`src/hdl/ucrd_map.svh`:
```
`ifndef UCRD_MAP_SVH
`define UCRD_MAP_SVH

// ----------------------------------------
// Request types and codes
// ----------------------------------------
`define UCRD_RT_DEV_IN 8'h80
`define UCRD_RT_EP_IN 8'h82
`define UCRD_RT_DEV_OUT 8'h00
`define UCRD_RT_IF_OUT 8'h01
`define UCRD_RT_EP_OUT 8'h02
`define UCRD_RT_VND_OUT 8'h40
`define UCRD_RT_VND_IN 8'hC0
`define UCRD_RQ_GET_STATUS 8'h00
`define UCRD_RQ_SET_FEATURE 8'h03
`define UCRD_RQ_SET_ADDRESS 8'h05
`define UCRD_RQ_SET_CONFIG 8'h09
`define UCRD_RQ_SET_IFACE 8'h0B
`define UCRD_RQ_REG_WRITE 8'hA0
`define UCRD_RQ_REG_READ 8'hA1

// ----------------------------------------
// Field values
// ----------------------------------------
`define UCRD_FEAT_HALT 16'h0000
`define UCRD_FEAT_WAKEUP 16'h0001
`define UCRD_FEAT_TEST 16'h0002
`define UCRD_IDX_EP1 16'h0081
`define UCRD_IDX_EP2 16'h0002
`define UCRD_IDX_EP3 16'h0083
`define UCRD_LEN_STATUS 16'h0002
`define UCRD_LEN_REG 16'h0004
`define UCRD_CONFIG_VAL 16'h0001
`define UCRD_ADDR_MAX 16'h007F
`define UCRD_MAC_BASE 12'h100

// ----------------------------------------
// Host software register offsets and status bit positions
// ----------------------------------------
`define UCRD_H_SETUP0 8'h00
`define UCRD_H_SETUP1 8'h04
`define UCRD_H_WDATA 8'h08
`define UCRD_H_GO 8'h0C
`define UCRD_H_STATUS 8'h10
`define UCRD_H_RDATA 8'h14
`define UCRD_ST_BUSY 0
`define UCRD_ST_STALL 1
`define UCRD_ST_DONE 2
`endif

```
`src/hdl/ucrd_pkg.sv`:
```
package ucrd_pkg;
  typedef enum logic [3:0] {
    CMD_GET_DEV, CMD_GET_EP, CMD_SET_ADDR, CMD_FEAT_DEV, CMD_FEAT_EP,
    CMD_SET_CFG, CMD_SET_IF, CMD_REG_WR, CMD_REG_RD, CMD_BAD
  } ucrd_cmd_t;
  typedef enum logic [1:0] {DS_IDLE, DS_WDATA, DS_RD1, DS_RD2} ucrd_dev_state_t;
  typedef enum logic [1:0] {HS_IDLE, HS_DATA, HS_WAIT} ucrd_host_state_t;
endpackage

```
`src/hdl/ucrd_link_if.sv`:
```
`timescale 1ns/1ps
interface ucrd_link_if;
  logic setup_valid;
  logic [7:0] setup_type;
  logic [7:0] setup_req;
  logic [15:0] setup_value;
  logic [15:0] setup_index;
  logic [15:0] setup_length;
  logic out_valid;
  logic [31:0] out_data;
  logic rsp_valid;
  logic rsp_stall;
  logic [31:0] rsp_data;
  logic status_ok;
  modport dev (input setup_valid, setup_type, setup_req, setup_value, setup_index, setup_length,
    out_valid, out_data, status_ok, output rsp_valid, rsp_stall, rsp_data);
  modport host (output setup_valid, setup_type, setup_req, setup_value, setup_index, setup_length,
    out_valid, out_data, status_ok, input rsp_valid, rsp_stall, rsp_data);
endinterface

```
`src/hdl/ucrd_device.sv`:
```
// Chosen here: the plain strobed port and the address map.
`timescale 1ns/1ps
`include "ucrd_map.svh"
module ucrd_device
  import ucrd_pkg::*;
(
  input wire logic CLOCK,
  input wire logic NRST,
  ucrd_link_if.dev LINK,
  input wire logic SELF_POWERED,
  input wire logic NORMAL_STATE,
  output logic REG_WR,
  output logic REG_RD,
  output logic [11:0] REG_ADDR,
  output logic [31:0] REG_WDATA,
  input wire logic [31:0] REG_RDATA,
  output logic [6:0] DEV_ADDR,
  output logic CONFIGURED,
  output logic REMOTE_WAKEUP,
  output logic TEST_MODE,
  output logic [2:0] EP_HALT
);
  // ----------------------------------------
  // Pin synchronisers
  // ----------------------------------------
  logic [1:0] selfp_q;
  logic [1:0] normal_q;
  always_ff @(posedge CLOCK or negedge NRST) begin
    if (!NRST) begin
      selfp_q <= 2'h0;
      normal_q <= 2'h0;
    end else begin
      selfp_q <= {selfp_q[0], SELF_POWERED};
      normal_q <= {normal_q[0], NORMAL_STATE};
    end
  end

  // ----------------------------------------
  // Setup decode
  // ----------------------------------------
  ucrd_cmd_t cmd;
  logic [2:0] ep_sel;
  logic zero_vi;
  logic mac_hit;
  always_comb begin
    ep_sel = 3'h0;
    if (LINK.setup_index == `UCRD_IDX_EP1) begin
      ep_sel = 3'h1;
    end
    if (LINK.setup_index == `UCRD_IDX_EP2) begin
      ep_sel = 3'h2;
    end
    if (LINK.setup_index == `UCRD_IDX_EP3) begin
      ep_sel = 3'h4;
    end
  end
  assign zero_vi = (LINK.setup_value == 16'h0000) && (LINK.setup_index == 16'h0000);
  assign mac_hit = LINK.setup_index[11:0] >= `UCRD_MAC_BASE;

  always_comb begin
    cmd = CMD_BAD;
    case (LINK.setup_req)
      `UCRD_RQ_GET_STATUS: begin
        if (LINK.setup_type == `UCRD_RT_DEV_IN && zero_vi && LINK.setup_length == `UCRD_LEN_STATUS) begin
          cmd = CMD_GET_DEV;
        end
        if (LINK.setup_type == `UCRD_RT_EP_IN && LINK.setup_value == 16'h0000 && ep_sel != 3'h0 &&
            LINK.setup_length == `UCRD_LEN_STATUS) begin
          cmd = CMD_GET_EP;
        end
      end
      `UCRD_RQ_SET_ADDRESS: begin
        if (LINK.setup_type == `UCRD_RT_DEV_OUT && LINK.setup_index == 16'h0000 &&
            LINK.setup_length == 16'h0000 && LINK.setup_value <= `UCRD_ADDR_MAX) begin
          cmd = CMD_SET_ADDR;
        end
      end
      `UCRD_RQ_SET_FEATURE: begin
        if (LINK.setup_length == 16'h0000) begin
          if (LINK.setup_type == `UCRD_RT_DEV_OUT && LINK.setup_index == 16'h0000 &&
              (LINK.setup_value == `UCRD_FEAT_WAKEUP || LINK.setup_value == `UCRD_FEAT_TEST)) begin
            cmd = CMD_FEAT_DEV;
          end
          if (LINK.setup_type == `UCRD_RT_EP_OUT && LINK.setup_value == `UCRD_FEAT_HALT && ep_sel != 3'h0) begin
            cmd = CMD_FEAT_EP;
          end
        end
      end
      `UCRD_RQ_SET_CONFIG: begin
        if (LINK.setup_type == `UCRD_RT_DEV_OUT && LINK.setup_index == 16'h0000 &&
            LINK.setup_length == 16'h0000 && LINK.setup_value == `UCRD_CONFIG_VAL) begin
          cmd = CMD_SET_CFG;
        end
      end
      `UCRD_RQ_SET_IFACE: begin
        if (LINK.setup_type == `UCRD_RT_IF_OUT && zero_vi && LINK.setup_length == 16'h0000) begin
          cmd = CMD_SET_IF;
        end
      end
      `UCRD_RQ_REG_WRITE: begin
        if (LINK.setup_type == `UCRD_RT_VND_OUT && LINK.setup_value == 16'h0000 &&
            LINK.setup_index[15:12] == 4'h0 && LINK.setup_length == `UCRD_LEN_REG) begin
          cmd = CMD_REG_WR;
        end
      end
      `UCRD_RQ_REG_READ: begin
        if (LINK.setup_type == `UCRD_RT_VND_IN && LINK.setup_value == 16'h0000 &&
            LINK.setup_index[15:12] == 4'h0 && LINK.setup_length == `UCRD_LEN_REG) begin
          cmd = CMD_REG_RD;
        end
      end
      default: begin
        cmd = CMD_BAD;
      end
    endcase
    // MAC space closed while in Normal power state
    if ((cmd == CMD_REG_WR || cmd == CMD_REG_RD) && mac_hit && normal_q[1]) begin
      cmd = CMD_BAD;
    end
  end

  // ----------------------------------------
  // Transaction sequencer
  // ----------------------------------------
  ucrd_dev_state_t state_q;
  logic rsp_valid_q;
  logic rsp_stall_q;
  logic [31:0] rsp_data_q;
  logic reg_wr_q;
  logic reg_rd_q;
  logic [11:0] reg_addr_q;
  logic [31:0] reg_wdata_q;
  logic take;
  assign take = (state_q == DS_IDLE) && LINK.setup_valid;

  always_ff @(posedge CLOCK or negedge NRST) begin
    if (!NRST) begin
      state_q <= DS_IDLE;
      rsp_valid_q <= 1'b0;
      rsp_stall_q <= 1'b0;
      rsp_data_q <= 32'h0000_0000;
      reg_wr_q <= 1'b0;
      reg_rd_q <= 1'b0;
      reg_addr_q <= 12'h000;
      reg_wdata_q <= 32'h0000_0000;
    end else begin
      rsp_valid_q <= 1'b0;
      reg_wr_q <= 1'b0;
      reg_rd_q <= 1'b0;
      case (state_q)
        DS_IDLE: begin
          if (take) begin
            rsp_data_q <= 32'h0000_0000;
            rsp_stall_q <= 1'b0;
            reg_addr_q <= LINK.setup_index[11:0];
            case (cmd)
              CMD_REG_WR: begin
                state_q <= DS_WDATA;
              end
              CMD_REG_RD: begin
                reg_rd_q <= 1'b1;
                state_q <= DS_RD1;
              end
              CMD_GET_DEV: begin
                rsp_valid_q <= 1'b1;
                rsp_data_q <= {30'h0000_0000, REMOTE_WAKEUP, selfp_q[1]};
              end
              CMD_GET_EP: begin
                rsp_valid_q <= 1'b1;
                rsp_data_q <= {31'h0000_0000, |(ep_sel & EP_HALT)};
              end
              CMD_BAD: begin
                rsp_valid_q <= 1'b1;
                rsp_stall_q <= 1'b1;
              end
              default: begin
                rsp_valid_q <= 1'b1;
              end
            endcase
          end
        end
        DS_WDATA: begin
          // Only the first data word is used; no burst
          if (LINK.out_valid) begin
            reg_wr_q <= 1'b1;
            reg_wdata_q <= LINK.out_data;
            rsp_valid_q <= 1'b1;
            state_q <= DS_IDLE;
          end
        end
        DS_RD1: begin
          state_q <= DS_RD2;
        end
        DS_RD2: begin
          rsp_valid_q <= 1'b1;
          rsp_data_q <= REG_RDATA;
          state_q <= DS_IDLE;
        end
        default: begin
          state_q <= DS_IDLE;
        end
      endcase
    end
  end

  // ----------------------------------------
  // Device state set by standard requests
  // ----------------------------------------
  logic [6:0] addr_q;
  logic [6:0] addr_pend_q;
  logic pend_q;
  always_ff @(posedge CLOCK or negedge NRST) begin
    if (!NRST) begin
      addr_q <= 7'h00;
      addr_pend_q <= 7'h00;
      pend_q <= 1'b0;
    end else begin
      // Held back so the status stage still answers at the old address
      if (take) begin
        pend_q <= (cmd == CMD_SET_ADDR);
        addr_pend_q <= LINK.setup_value[6:0];
      end else if (pend_q && LINK.status_ok) begin
        addr_q <= addr_pend_q;
        pend_q <= 1'b0;
      end
    end
  end

  logic cfg_q;
  logic wake_q;
  logic test_q;
  logic [2:0] halt_q;
  always_ff @(posedge CLOCK or negedge NRST) begin
    if (!NRST) begin
      cfg_q <= 1'b0;
      wake_q <= 1'b0;
      test_q <= 1'b0;
      halt_q <= 3'h0;
    end else if (take) begin
      if (cmd == CMD_SET_CFG) begin
        cfg_q <= 1'b1;
      end
      if (cmd == CMD_FEAT_DEV && LINK.setup_value == `UCRD_FEAT_WAKEUP) begin
        wake_q <= 1'b1;
      end
      if (cmd == CMD_FEAT_DEV && LINK.setup_value == `UCRD_FEAT_TEST) begin
        test_q <= 1'b1;
      end
      if (cmd == CMD_FEAT_EP) begin
        halt_q <= halt_q | ep_sel;
      end
    end
  end

  assign LINK.rsp_valid = rsp_valid_q;
  assign LINK.rsp_stall = rsp_stall_q;
  assign LINK.rsp_data = rsp_data_q;
  assign REG_WR = reg_wr_q;
  assign REG_RD = reg_rd_q;
  assign REG_ADDR = reg_addr_q;
  assign REG_WDATA = reg_wdata_q;
  assign DEV_ADDR = addr_q;
  assign CONFIGURED = cfg_q;
  assign REMOTE_WAKEUP = wake_q;
  assign TEST_MODE = test_q;
  assign EP_HALT = halt_q;
endmodule

```
`src/flat_wrapper.sv`:
```
// flat-port wrapper written by rule: the top's interface ports become plain ports
module ucrd_device_flat import ucrd_pkg::*;
  (CLOCK, NRST, SELF_POWERED, NORMAL_STATE, REG_WR, REG_RD, REG_ADDR, REG_WDATA, REG_RDATA, DEV_ADDR, CONFIGURED, REMOTE_WAKEUP, TEST_MODE, EP_HALT, LINK_setup_valid, LINK_setup_type, LINK_setup_req, LINK_setup_value, LINK_setup_index, LINK_setup_length, LINK_out_valid, LINK_out_data, LINK_status_ok, LINK_rsp_valid, LINK_rsp_stall, LINK_rsp_data);
  ucrd_link_if LINK_i ();
  input wire logic CLOCK;
  input wire logic NRST;
  input wire logic SELF_POWERED;
  input wire logic NORMAL_STATE;
  output logic REG_WR;
  output logic REG_RD;
  output logic [11:0] REG_ADDR;
  output logic [31:0] REG_WDATA;
  input wire logic [31:0] REG_RDATA;
  output logic [6:0] DEV_ADDR;
  output logic CONFIGURED;
  output logic REMOTE_WAKEUP;
  output logic TEST_MODE;
  output logic [2:0] EP_HALT;
  input wire logic [$bits(LINK_i.setup_valid)-1:0] LINK_setup_valid;
  input wire logic [$bits(LINK_i.setup_type)-1:0] LINK_setup_type;
  input wire logic [$bits(LINK_i.setup_req)-1:0] LINK_setup_req;
  input wire logic [$bits(LINK_i.setup_value)-1:0] LINK_setup_value;
  input wire logic [$bits(LINK_i.setup_index)-1:0] LINK_setup_index;
  input wire logic [$bits(LINK_i.setup_length)-1:0] LINK_setup_length;
  input wire logic [$bits(LINK_i.out_valid)-1:0] LINK_out_valid;
  input wire logic [$bits(LINK_i.out_data)-1:0] LINK_out_data;
  input wire logic [$bits(LINK_i.status_ok)-1:0] LINK_status_ok;
  output wire logic [$bits(LINK_i.rsp_valid)-1:0] LINK_rsp_valid;
  output wire logic [$bits(LINK_i.rsp_stall)-1:0] LINK_rsp_stall;
  output wire logic [$bits(LINK_i.rsp_data)-1:0] LINK_rsp_data;
  assign LINK_i.setup_valid = LINK_setup_valid;
  assign LINK_i.setup_type = LINK_setup_type;
  assign LINK_i.setup_req = LINK_setup_req;
  assign LINK_i.setup_value = LINK_setup_value;
  assign LINK_i.setup_index = LINK_setup_index;
  assign LINK_i.setup_length = LINK_setup_length;
  assign LINK_i.out_valid = LINK_out_valid;
  assign LINK_i.out_data = LINK_out_data;
  assign LINK_i.status_ok = LINK_status_ok;
  assign LINK_rsp_valid = LINK_i.rsp_valid;
  assign LINK_rsp_stall = LINK_i.rsp_stall;
  assign LINK_rsp_data = LINK_i.rsp_data;
  ucrd_device u_core (.CLOCK(CLOCK), .NRST(NRST), .LINK(LINK_i), .SELF_POWERED(SELF_POWERED), .NORMAL_STATE(NORMAL_STATE), .REG_WR(REG_WR), .REG_RD(REG_RD), .REG_ADDR(REG_ADDR), .REG_WDATA(REG_WDATA), .REG_RDATA(REG_RDATA), .DEV_ADDR(DEV_ADDR), .CONFIGURED(CONFIGURED), .REMOTE_WAKEUP(REMOTE_WAKEUP), .TEST_MODE(TEST_MODE), .EP_HALT(EP_HALT));
endmodule
```
`config.mk`:
```
export PLATFORM = sky130hd
export DESIGN_NAME = ucrd_device_flat
export DESIGN_NICKNAME = d
export VERILOG_FILES = /design/src/hdl/ucrd_pkg.sv /design/src/hdl/ucrd_link_if.sv /design/src/hdl/ucrd_device.sv /design/src/flat_wrapper.sv
export VERILOG_INCLUDE_DIRS = /design/src /design/src/hdl
export SDC_FILE = /design/constraint.sdc
export NUM_CORES = 1
export LEC_CHECK = 0
export BUFFER_PORTS_ARGS = -buffer_cell sky130_fd_sc_hd__buf_2
export CAP_MARGIN = 20
export CORE_MARGIN = 5
export CORE_UTILIZATION = 34
export DETAILED_ROUTE_END_ITERATION = 10
export GPL_TIMING_DRIVEN = 0
export PLACE_DENSITY = 0.68
export SLEW_MARGIN = 20
export SYNTH_ARGS = -nofsm -noshare
export SYNTH_HDL_FRONTEND = slang
export SYNTH_SLANG_ARGS = --single-unit
```
`constraint.sdc`:
```
create_clock -name CLOCK -period 2.3 [get_ports CLOCK]
set_clock_uncertainty 0.05 [all_clocks]
set_input_delay 0.23 -clock CLOCK [delete_from_list [all_inputs] [get_ports CLOCK]]
set_output_delay 0.23 -clock CLOCK [all_outputs]
set_load 0.05 [all_outputs]
```
==> results of run 1 <==
## worst min-delay path by stage
| stage | startpoint | endpoint | slack [ns] |
|---|---|---|---|
| 3_3_place_gp | u_core.normal_q[0] | u_core.normal_q[1] | 0.29 |
| 5_1_grt | LINK_out_data[30] | u_core.REG_WDATA[30] | 0.006 |
| 4_1_cts | LINK_out_data[7] | u_core.REG_WDATA[7] | 0.008 |
| 6_report | LINK_out_data[8] | u_core.REG_WDATA[8] | 0.02 |
| 2_1_floorplan | NRST | u_core.CONFIGURED | -0.12 |
| 3_5_place_dp | NRST | u_core.LINK.rsp_data[11] | 0.16 |
## cells by family after synthesis
logic type,after synthesis,share of synthesized area
simple gates,333,0.315
flops,107,0.548
compound gates,70,0.0927
buf+inv,30,0.0248
mux,8,0.0182
xor+xnor,1,0.00179
## worst max-delay path, stage by stage
cell and delay [ns]:
buf_6 0.09, or4_4 0.52, or4_4 0.60, nor2_1 0.24, nand2_1 0.13, a2111oi_4 0.35, buf_4 0.20, nand4b_1 0.10
buf_4 0.17, o31ai_2 0.21
## cell usage after synthesis (2+ instances only)
cell,instances
a211oi_1,2
a21o_1,3
a21oi_1,4
a31oi_1,3
and2_1,3
and3_1,5
clkbuf_1,21
dfrtp_1,107
inv_1,5
mux2_2,7
nand2_1,227
nand2b_1,4
nand3_1,9
nand4_1,10
nand4b_1,2
nor2_1,18
nor2b_1,5
nor3_1,11
nor3b_1,2
nor4_1,16
nor4_2,2
nor4_4,2
nor4b_1,2
o21ai_0,36
o21ai_1,3
o21bai_1,3
o22ai_1,2
o31ai_1,3
or3_1,3
or4_1,3
or4_4,2
## where the power goes
part,internal [uW],switching [uW]
combinational,634,2190
clock,770,670
sequential,2330,236
## stage by stage
step | power, uW | cells | setup WS (ns) | setup TNS, ns
2_1_floorplan | 4560 | 549 | -0.529 | -5.37
3_3_place_gp | 5370 | 954 | -1.41 | -49.12
3_5_place_dp | 5430 | 955 | -1.41 | -16.75
4_1_cts | 6910 | 985 | -0.316 | -2.95
5_1_grt | 7240 | 989 | -0.428 | -4.50
6_report | 6830 | 989 | -0.328 | -3.29
## what timing repair did
| action | CTS | global route |
|---|---|---|
| hold buffers | 3 | 0 |
| endpoints found under the setup margin | 14 | 13 |
| gates resized for setup | 22 | 15 |
| pin swaps | 21 | 15 |
| endpoints found under the hold margin | 50 | 0 |
| buffers inserted | 12 | 4 |
## routing by layer
layer  global-route usage  wire length, um  vias up
met1                0.246             6720     2249
met5                    0                0        -
met3               0.0381             1180       20
met2                0.287             7280      182
li1                     -                -     2376
met4               0.0581              273        0
## sequential cells by signal, indices dropped and copies added (netlist names)
signal	cells
u_core.CONFIGURED	1
u_core.DEV_ADDR	7
u_core.EP_HALT	3
u_core.LINK.rsp_data	32
u_core.LINK.rsp_stall	1
u_core.LINK.rsp_valid	1
u_core.REG_ADDR	12
u_core.REG_RD	1
u_core.REG_WDATA	32
u_core.REG_WR	1
u_core.REMOTE_WAKEUP	1
u_core.TEST_MODE	1
u_core.addr_pend_q	7
u_core.normal_q	2
u_core.pend_q	1
u_core.selfp_q	2
u_core.state_q	2
## layout make-up
class	count	area [um^2]
clock inverters	3	22.5
plain buffers	23	87.6
flip-flops and latches	107	2680
multi-input cells	412	2330
well taps	180	225
inverters	6	22.5
clock buffers	13	250
fillers	1346	7020
repair buffers	245	1350
==> results.md, run 1 <==
* Status: complete, but fails checks
* Failing checks: setup timing
* Max Cap Violations at 0
* Normalized max-slew margin at 0.468
* Largest cells by area after synthesis: dfrtp_1 (55%), nand2_1 (17%), o21ai_0 (3.7%), nor4_1 (2.0%), clkbuf_1 (1.6%)
* RSZ-0062 raised after global routing: true
* Share of cells above drive strength 1 at 0.372
* Synth unique cells at 55
* FFs w/ async S/R, synth at 1.00
* Crit. Startpoint: LINK_setup_value[12]
* Die area at approximately 17000 um^2
* WHS Path Cells at 3
* Leading cell type in the layout, fill and taps excluded: nand2_1
* Syn nets at roughly 700
* Hold Path Class: primary input to flop
* RR Endpoint: u_core.EP_HALT[0]
* Reg2Reg Launch Point: u_core.state_q[0]
* # IOs at approximately 230
* VDD IR max at around 0.82 mV
* CTS H-tree lvls at 3
* Routability cong. at slightly above 0.8
* Startpoint types: primary input
* Peak fanout along the critical path at 8
* YS warnings at 0
* DR WL/cell at around 16 um
* Leak at ~0.0036 uW
* Slew Viols, Final at 0
* Register bit total from synthesis at about 110
* First-pass GRT wire length at about 24000 um
* Post-place instance area at 6320 um^2
* Clock buffer depth at 2
* Antenna violations before repair at 0
* Via count at a little under 5k
* Clock root buffer: clkbuf_16
* Req. time, crit path at about 2.5 ns
* DRC Markers at 0
* CP Capture Type: flop
* Final Net Count at 939
* DRT antenna net count at 0
* CTS tree: built
* Setup Crit Path Kind: primary input to flop
* Area grow syn2layout at 42.5%
* Yosys top cell area share at 0.548
* PortBufs at ~230
* Fmax at roughly 380 MHz
* Num CTS Buffers at 9
* Skew-Pair Late Insertion Delay at between 0.3 and 0.4 ns
* Final Hold Viols at 0
* DR iter-0 viols at about 230
* Fin area at 6970 um^2
* Die H at ~130 um
* FF-to-FF setup slack at 0.39 ns
* Starting Density at 0.349
* Seq/Total Area, Yosys at 0.548
* Tot GR Track Use at 0.180
* Syn Area/Cell at 8.90 um^2
* Gr ovfl total at 0
* Final worst path period share at 1.14
* Capture point of the worst path: u_core.EP_HALT[0]
* Syn Inst Count at ~550
* Vias per cell at roughly 4.9
* FP Rows at 43
* Worst-Margin Slew at just under 0.8 ns
* Ant diodes at 0
* EDFF count, synth at 0
* Die width at approximately 130 um
* Pin count of the biggest net entering global routing at 60
* Finished Core Util at 0.498
* Hold slack at 0.0247 ns
* Post-synth top area cell: dfrtp_1
* Clock sink count at roughly 110
* Pwr dens at 981 nW/um^2
* DRT Wirelength at 15500 um
* Most frequent cells in the layout: nand2_1 (227), buf_2 (222), dfrtp_1 (107), o21ai_0 (35), clkbuf_1 (24)
* Synth Flop Type: dfrtp_1
* Final setup viols at 13
* Post-layout min period at 2.63 ns
* Cells on worst reg2reg path at 7
* Vias in the first global route at between 4k and 5k
* HPWL Detailed at 11900 um
* Core Area at approximately 14000 um^2
* Post-Syn Area at 4890 um^2
* Clock Pin Slew Worst Setup and Hold Paths at 0.07 ns
* Initial DRT Pass Iterations at 4
* Arrival @ worst endpoint at roughly 2.8 ns
* Final worst slack at -0.328 ns
Note: power is estimated with default switching activity, not from simulation.
==> inputs of run 2 (changes only) <==
--- a/config.mk
+++ b/config.mk
@@ -11,8 +11,8 @@
 export CORE_MARGIN = 5
 export CORE_UTILIZATION = 34
 export DETAILED_ROUTE_END_ITERATION = 10
-export GPL_TIMING_DRIVEN = 0
 export PLACE_DENSITY = 0.68
+export SKIP_LAST_GASP = 1
 export SLEW_MARGIN = 20
 export SYNTH_ARGS = -nofsm -noshare
 export SYNTH_HDL_FRONTEND = slang
==> run 2 against run 1 <==
- the run still ends with setup timing left
- non-clock buffer count up 50
- final area up 4.3%
- combinational power about the same
- sequential share of layout area down 1.6 points
- via count up 1.4%
- worst setup slack better by 0.031 ns
- power up 3.4%
- register-to-register slack better by 0.20 ns
- flip-flop and latch count unchanged
- first-iteration DRC count down 8.8%
- utilization up 2.2 points
- critical endpoint unchanged
- largest power group unchanged
- highest routed layer unchanged
==> results.md, run 2 (synthesis results as in run 1) <==
* Status: complete, but fails checks
* Failing checks: setup timing
* Cell mode on critical path: or4_4
* RSZ-0062 raised after global routing: true
* Multi-input gate area at between 2000 and 2500 um^2
* Buf+Inv Stages, Crit Path at 2
* Slew Viols, Final at 0
* Final Net Count at about 990
* Final worst path period share at 1.13
* Antenna violations before repair at 0
* DRT antenna net count at 0
* Worst-Margin Slew at 0.451 ns
* Hold Path Class: primary input to flop
* DRT Wirelength at between 10000 and 15000 um
* CTS tree: built
* HPWL Detailed at about 12000 um
* Register Area at about 2700 um^2
* Final Hold Viols at 0
* First-pass GRT wire length at between 20000 and 25000 um
* Max Cap Violations at 0
* Clock sink count at approximately 110
* # IOs at about 230
* Clock buffer depth at 2
* Vias per cell at around 4.7
* Worst slack, placed at -0.764 ns
* Tot GR Track Use at 0.171
* Largest stage delay, worst path at around 0.58 ns
* Gr ovfl total at 0
* Final setup viols at 13
* Leading cell type in the layout, fill and taps excluded: nand2_1
* Routability cong. at roughly 0.84
* Startpoint types: primary input
* Skew-Pair Late Insertion Delay at ~0.33 ns
* Fin area at between 7000 and 8000 um^2
* Starting Density at 0.349
* Leak at roughly 0.0039 uW
* Initial DRT Pass Iterations at 4
* Clock root buffer: clkbuf_16
* Via count at 4895
* DR WL/cell at ~14 um
* DR iter-0 viols at between 200 and 250
* Fill count at 1363
* Area grow syn2layout at 48.7%
* Pwr dens at approximately 970 nW/um^2
* DRC Markers at 0
* VDD IR max at approximately 0.7 mV
* PortBufs at 227
* Most frequent cells in the layout: nand2_1 (227), buf_2 (225), dfrtp_1 (107), buf_4 (88), o21ai_0 (36)
* Num CTS Buffers at 9
* Slowest cell on crit path: or4_4
* Vias in the first global route at between 4k and 5k
* Core Area at between 10000 and 15000 um^2
* Share of cells above drive strength 1 at 0.423
* Arrival @ worst endpoint at between 2 and 3 ns
* Finished Core Util at 0.519
* Die area at 16900 um^2
* FP Rows at 43
* Total Power at around 7100 uW
* Post-place instance area at 6860 um^2
* Clock Pin Slew Worst Setup and Hold Paths at ~0.070 ns
* Fmax at between 300 and 400 MHz
* Normalized max-slew margin at 0.696
* Setup TNS at -3.08 ns
* Cells along the critical path: buf_6 -> or4_4 -> or4_4 -> nor4_4 -> nor2b_1 -> a21o_1 -> a2111oi_4 -> buf_4 -> nand4b_1 -> o31ai_2
* Die H at around 130 um
* CP top delay family: simple AND/OR/NAND/NOR gates
* Req. time, crit path at 2.50 ns
* Post-layout min period at around 2.6 ns
* Peak fanout along the critical path at 6
* Pin count of the biggest net entering global routing at 62
* Setup Crit Path Kind: primary input to flop
* CTS H-tree lvls at 3
* Final worst slack at -0.297 ns
* Ant diodes at 0
* CP Capture Type: flop
* Die width at ~130 um
## run 2: changes by cell type in the layout (fill, tap and decap cells not counted), sizes merged
| cell | before | now |
|---|---|---|
| buf | 243 | 315 |
| bufinv | 0 | 2 |
| clkbuf | 35 | 9 |
| clkinv | 3 | 2 |
| clkinvlp | 0 | 1 |
| inv | 6 | 7 |
## run 2: where the power goes
group / internal, uW / switching [uW] / leakage, uW / total (uW)
combinational: 687 / 2160 / 0.00235 / 2850
sequential: 2330 / 227 / 0.00139 / 2550
clock: 962 / 698 / 0.000154 / 1660
## run 2: what timing repair did
action,in CTS,in global routing
endpoints found under the hold margin,66,0
gates resized for setup,6,2
buffers inserted,1,0
endpoints found under the setup margin,14,14
hold buffers,3,0
pin swaps,4,2
## run 2: layout make-up
| type | count | share of cell area |
|---|---|---|
| multi-input combinational | 412 | 0.299 |
| clock buffer | 9 | 0.0310 |
| tap | 180 | 0.0310 |
| clock inverter | 6 | 0.0133 |
| sequential | 107 | 0.368 |
| inverter | 6 | 0.00310 |
| timing repair buffer | 318 | 0.254 |
## run 2: path summary, 6_finish.rpt
kind	from	end	slack, ns	cells past startpoint
worst min register to register	u_core.normal_q[0]	u_core.normal_q[1]	0.30	0
worst max-delay path	LINK_setup_value[10]	u_core.EP_HALT[0]	-0.30	10
min in group asynchronous	NRST	u_core.DEV_ADDR[4]	0.24	2
worst max register to register	u_core.state_q[0]	u_core.LINK.rsp_data[0]	0.59	6
max in group asynchronous	NRST	u_core.selfp_q[0]	1.27	3
worst min-delay path	LINK_out_data[5]	u_core.REG_WDATA[5]	0.02	3
## run 2: layer usage
metal | global-route usage | share of wire | vias to the layer above
met5 | 0 | 0 | -
met4 | 0.0367 | 0.0069 | 0
met3 | 0.0389 | 0.072 | 10
met2 | 0.286 | 0.48 | 160
met1 | 0.228 | 0.44 | 2258
li1 | - | - | 2467
## run 2: worst min-delay path: stages
cell and delay (ns):
buf_2 0.07, nand2_1 0.04, nand2_1 0.04
## run 2: per-stage QoR
step,cells,hold WS (ns)
floorplan,549,-0.116
global placement,1019,0.0339
detailed placement,1019,0.0385
CTS,1038,0.00728
global route,1038,0.0183
finish,1038,0.0246
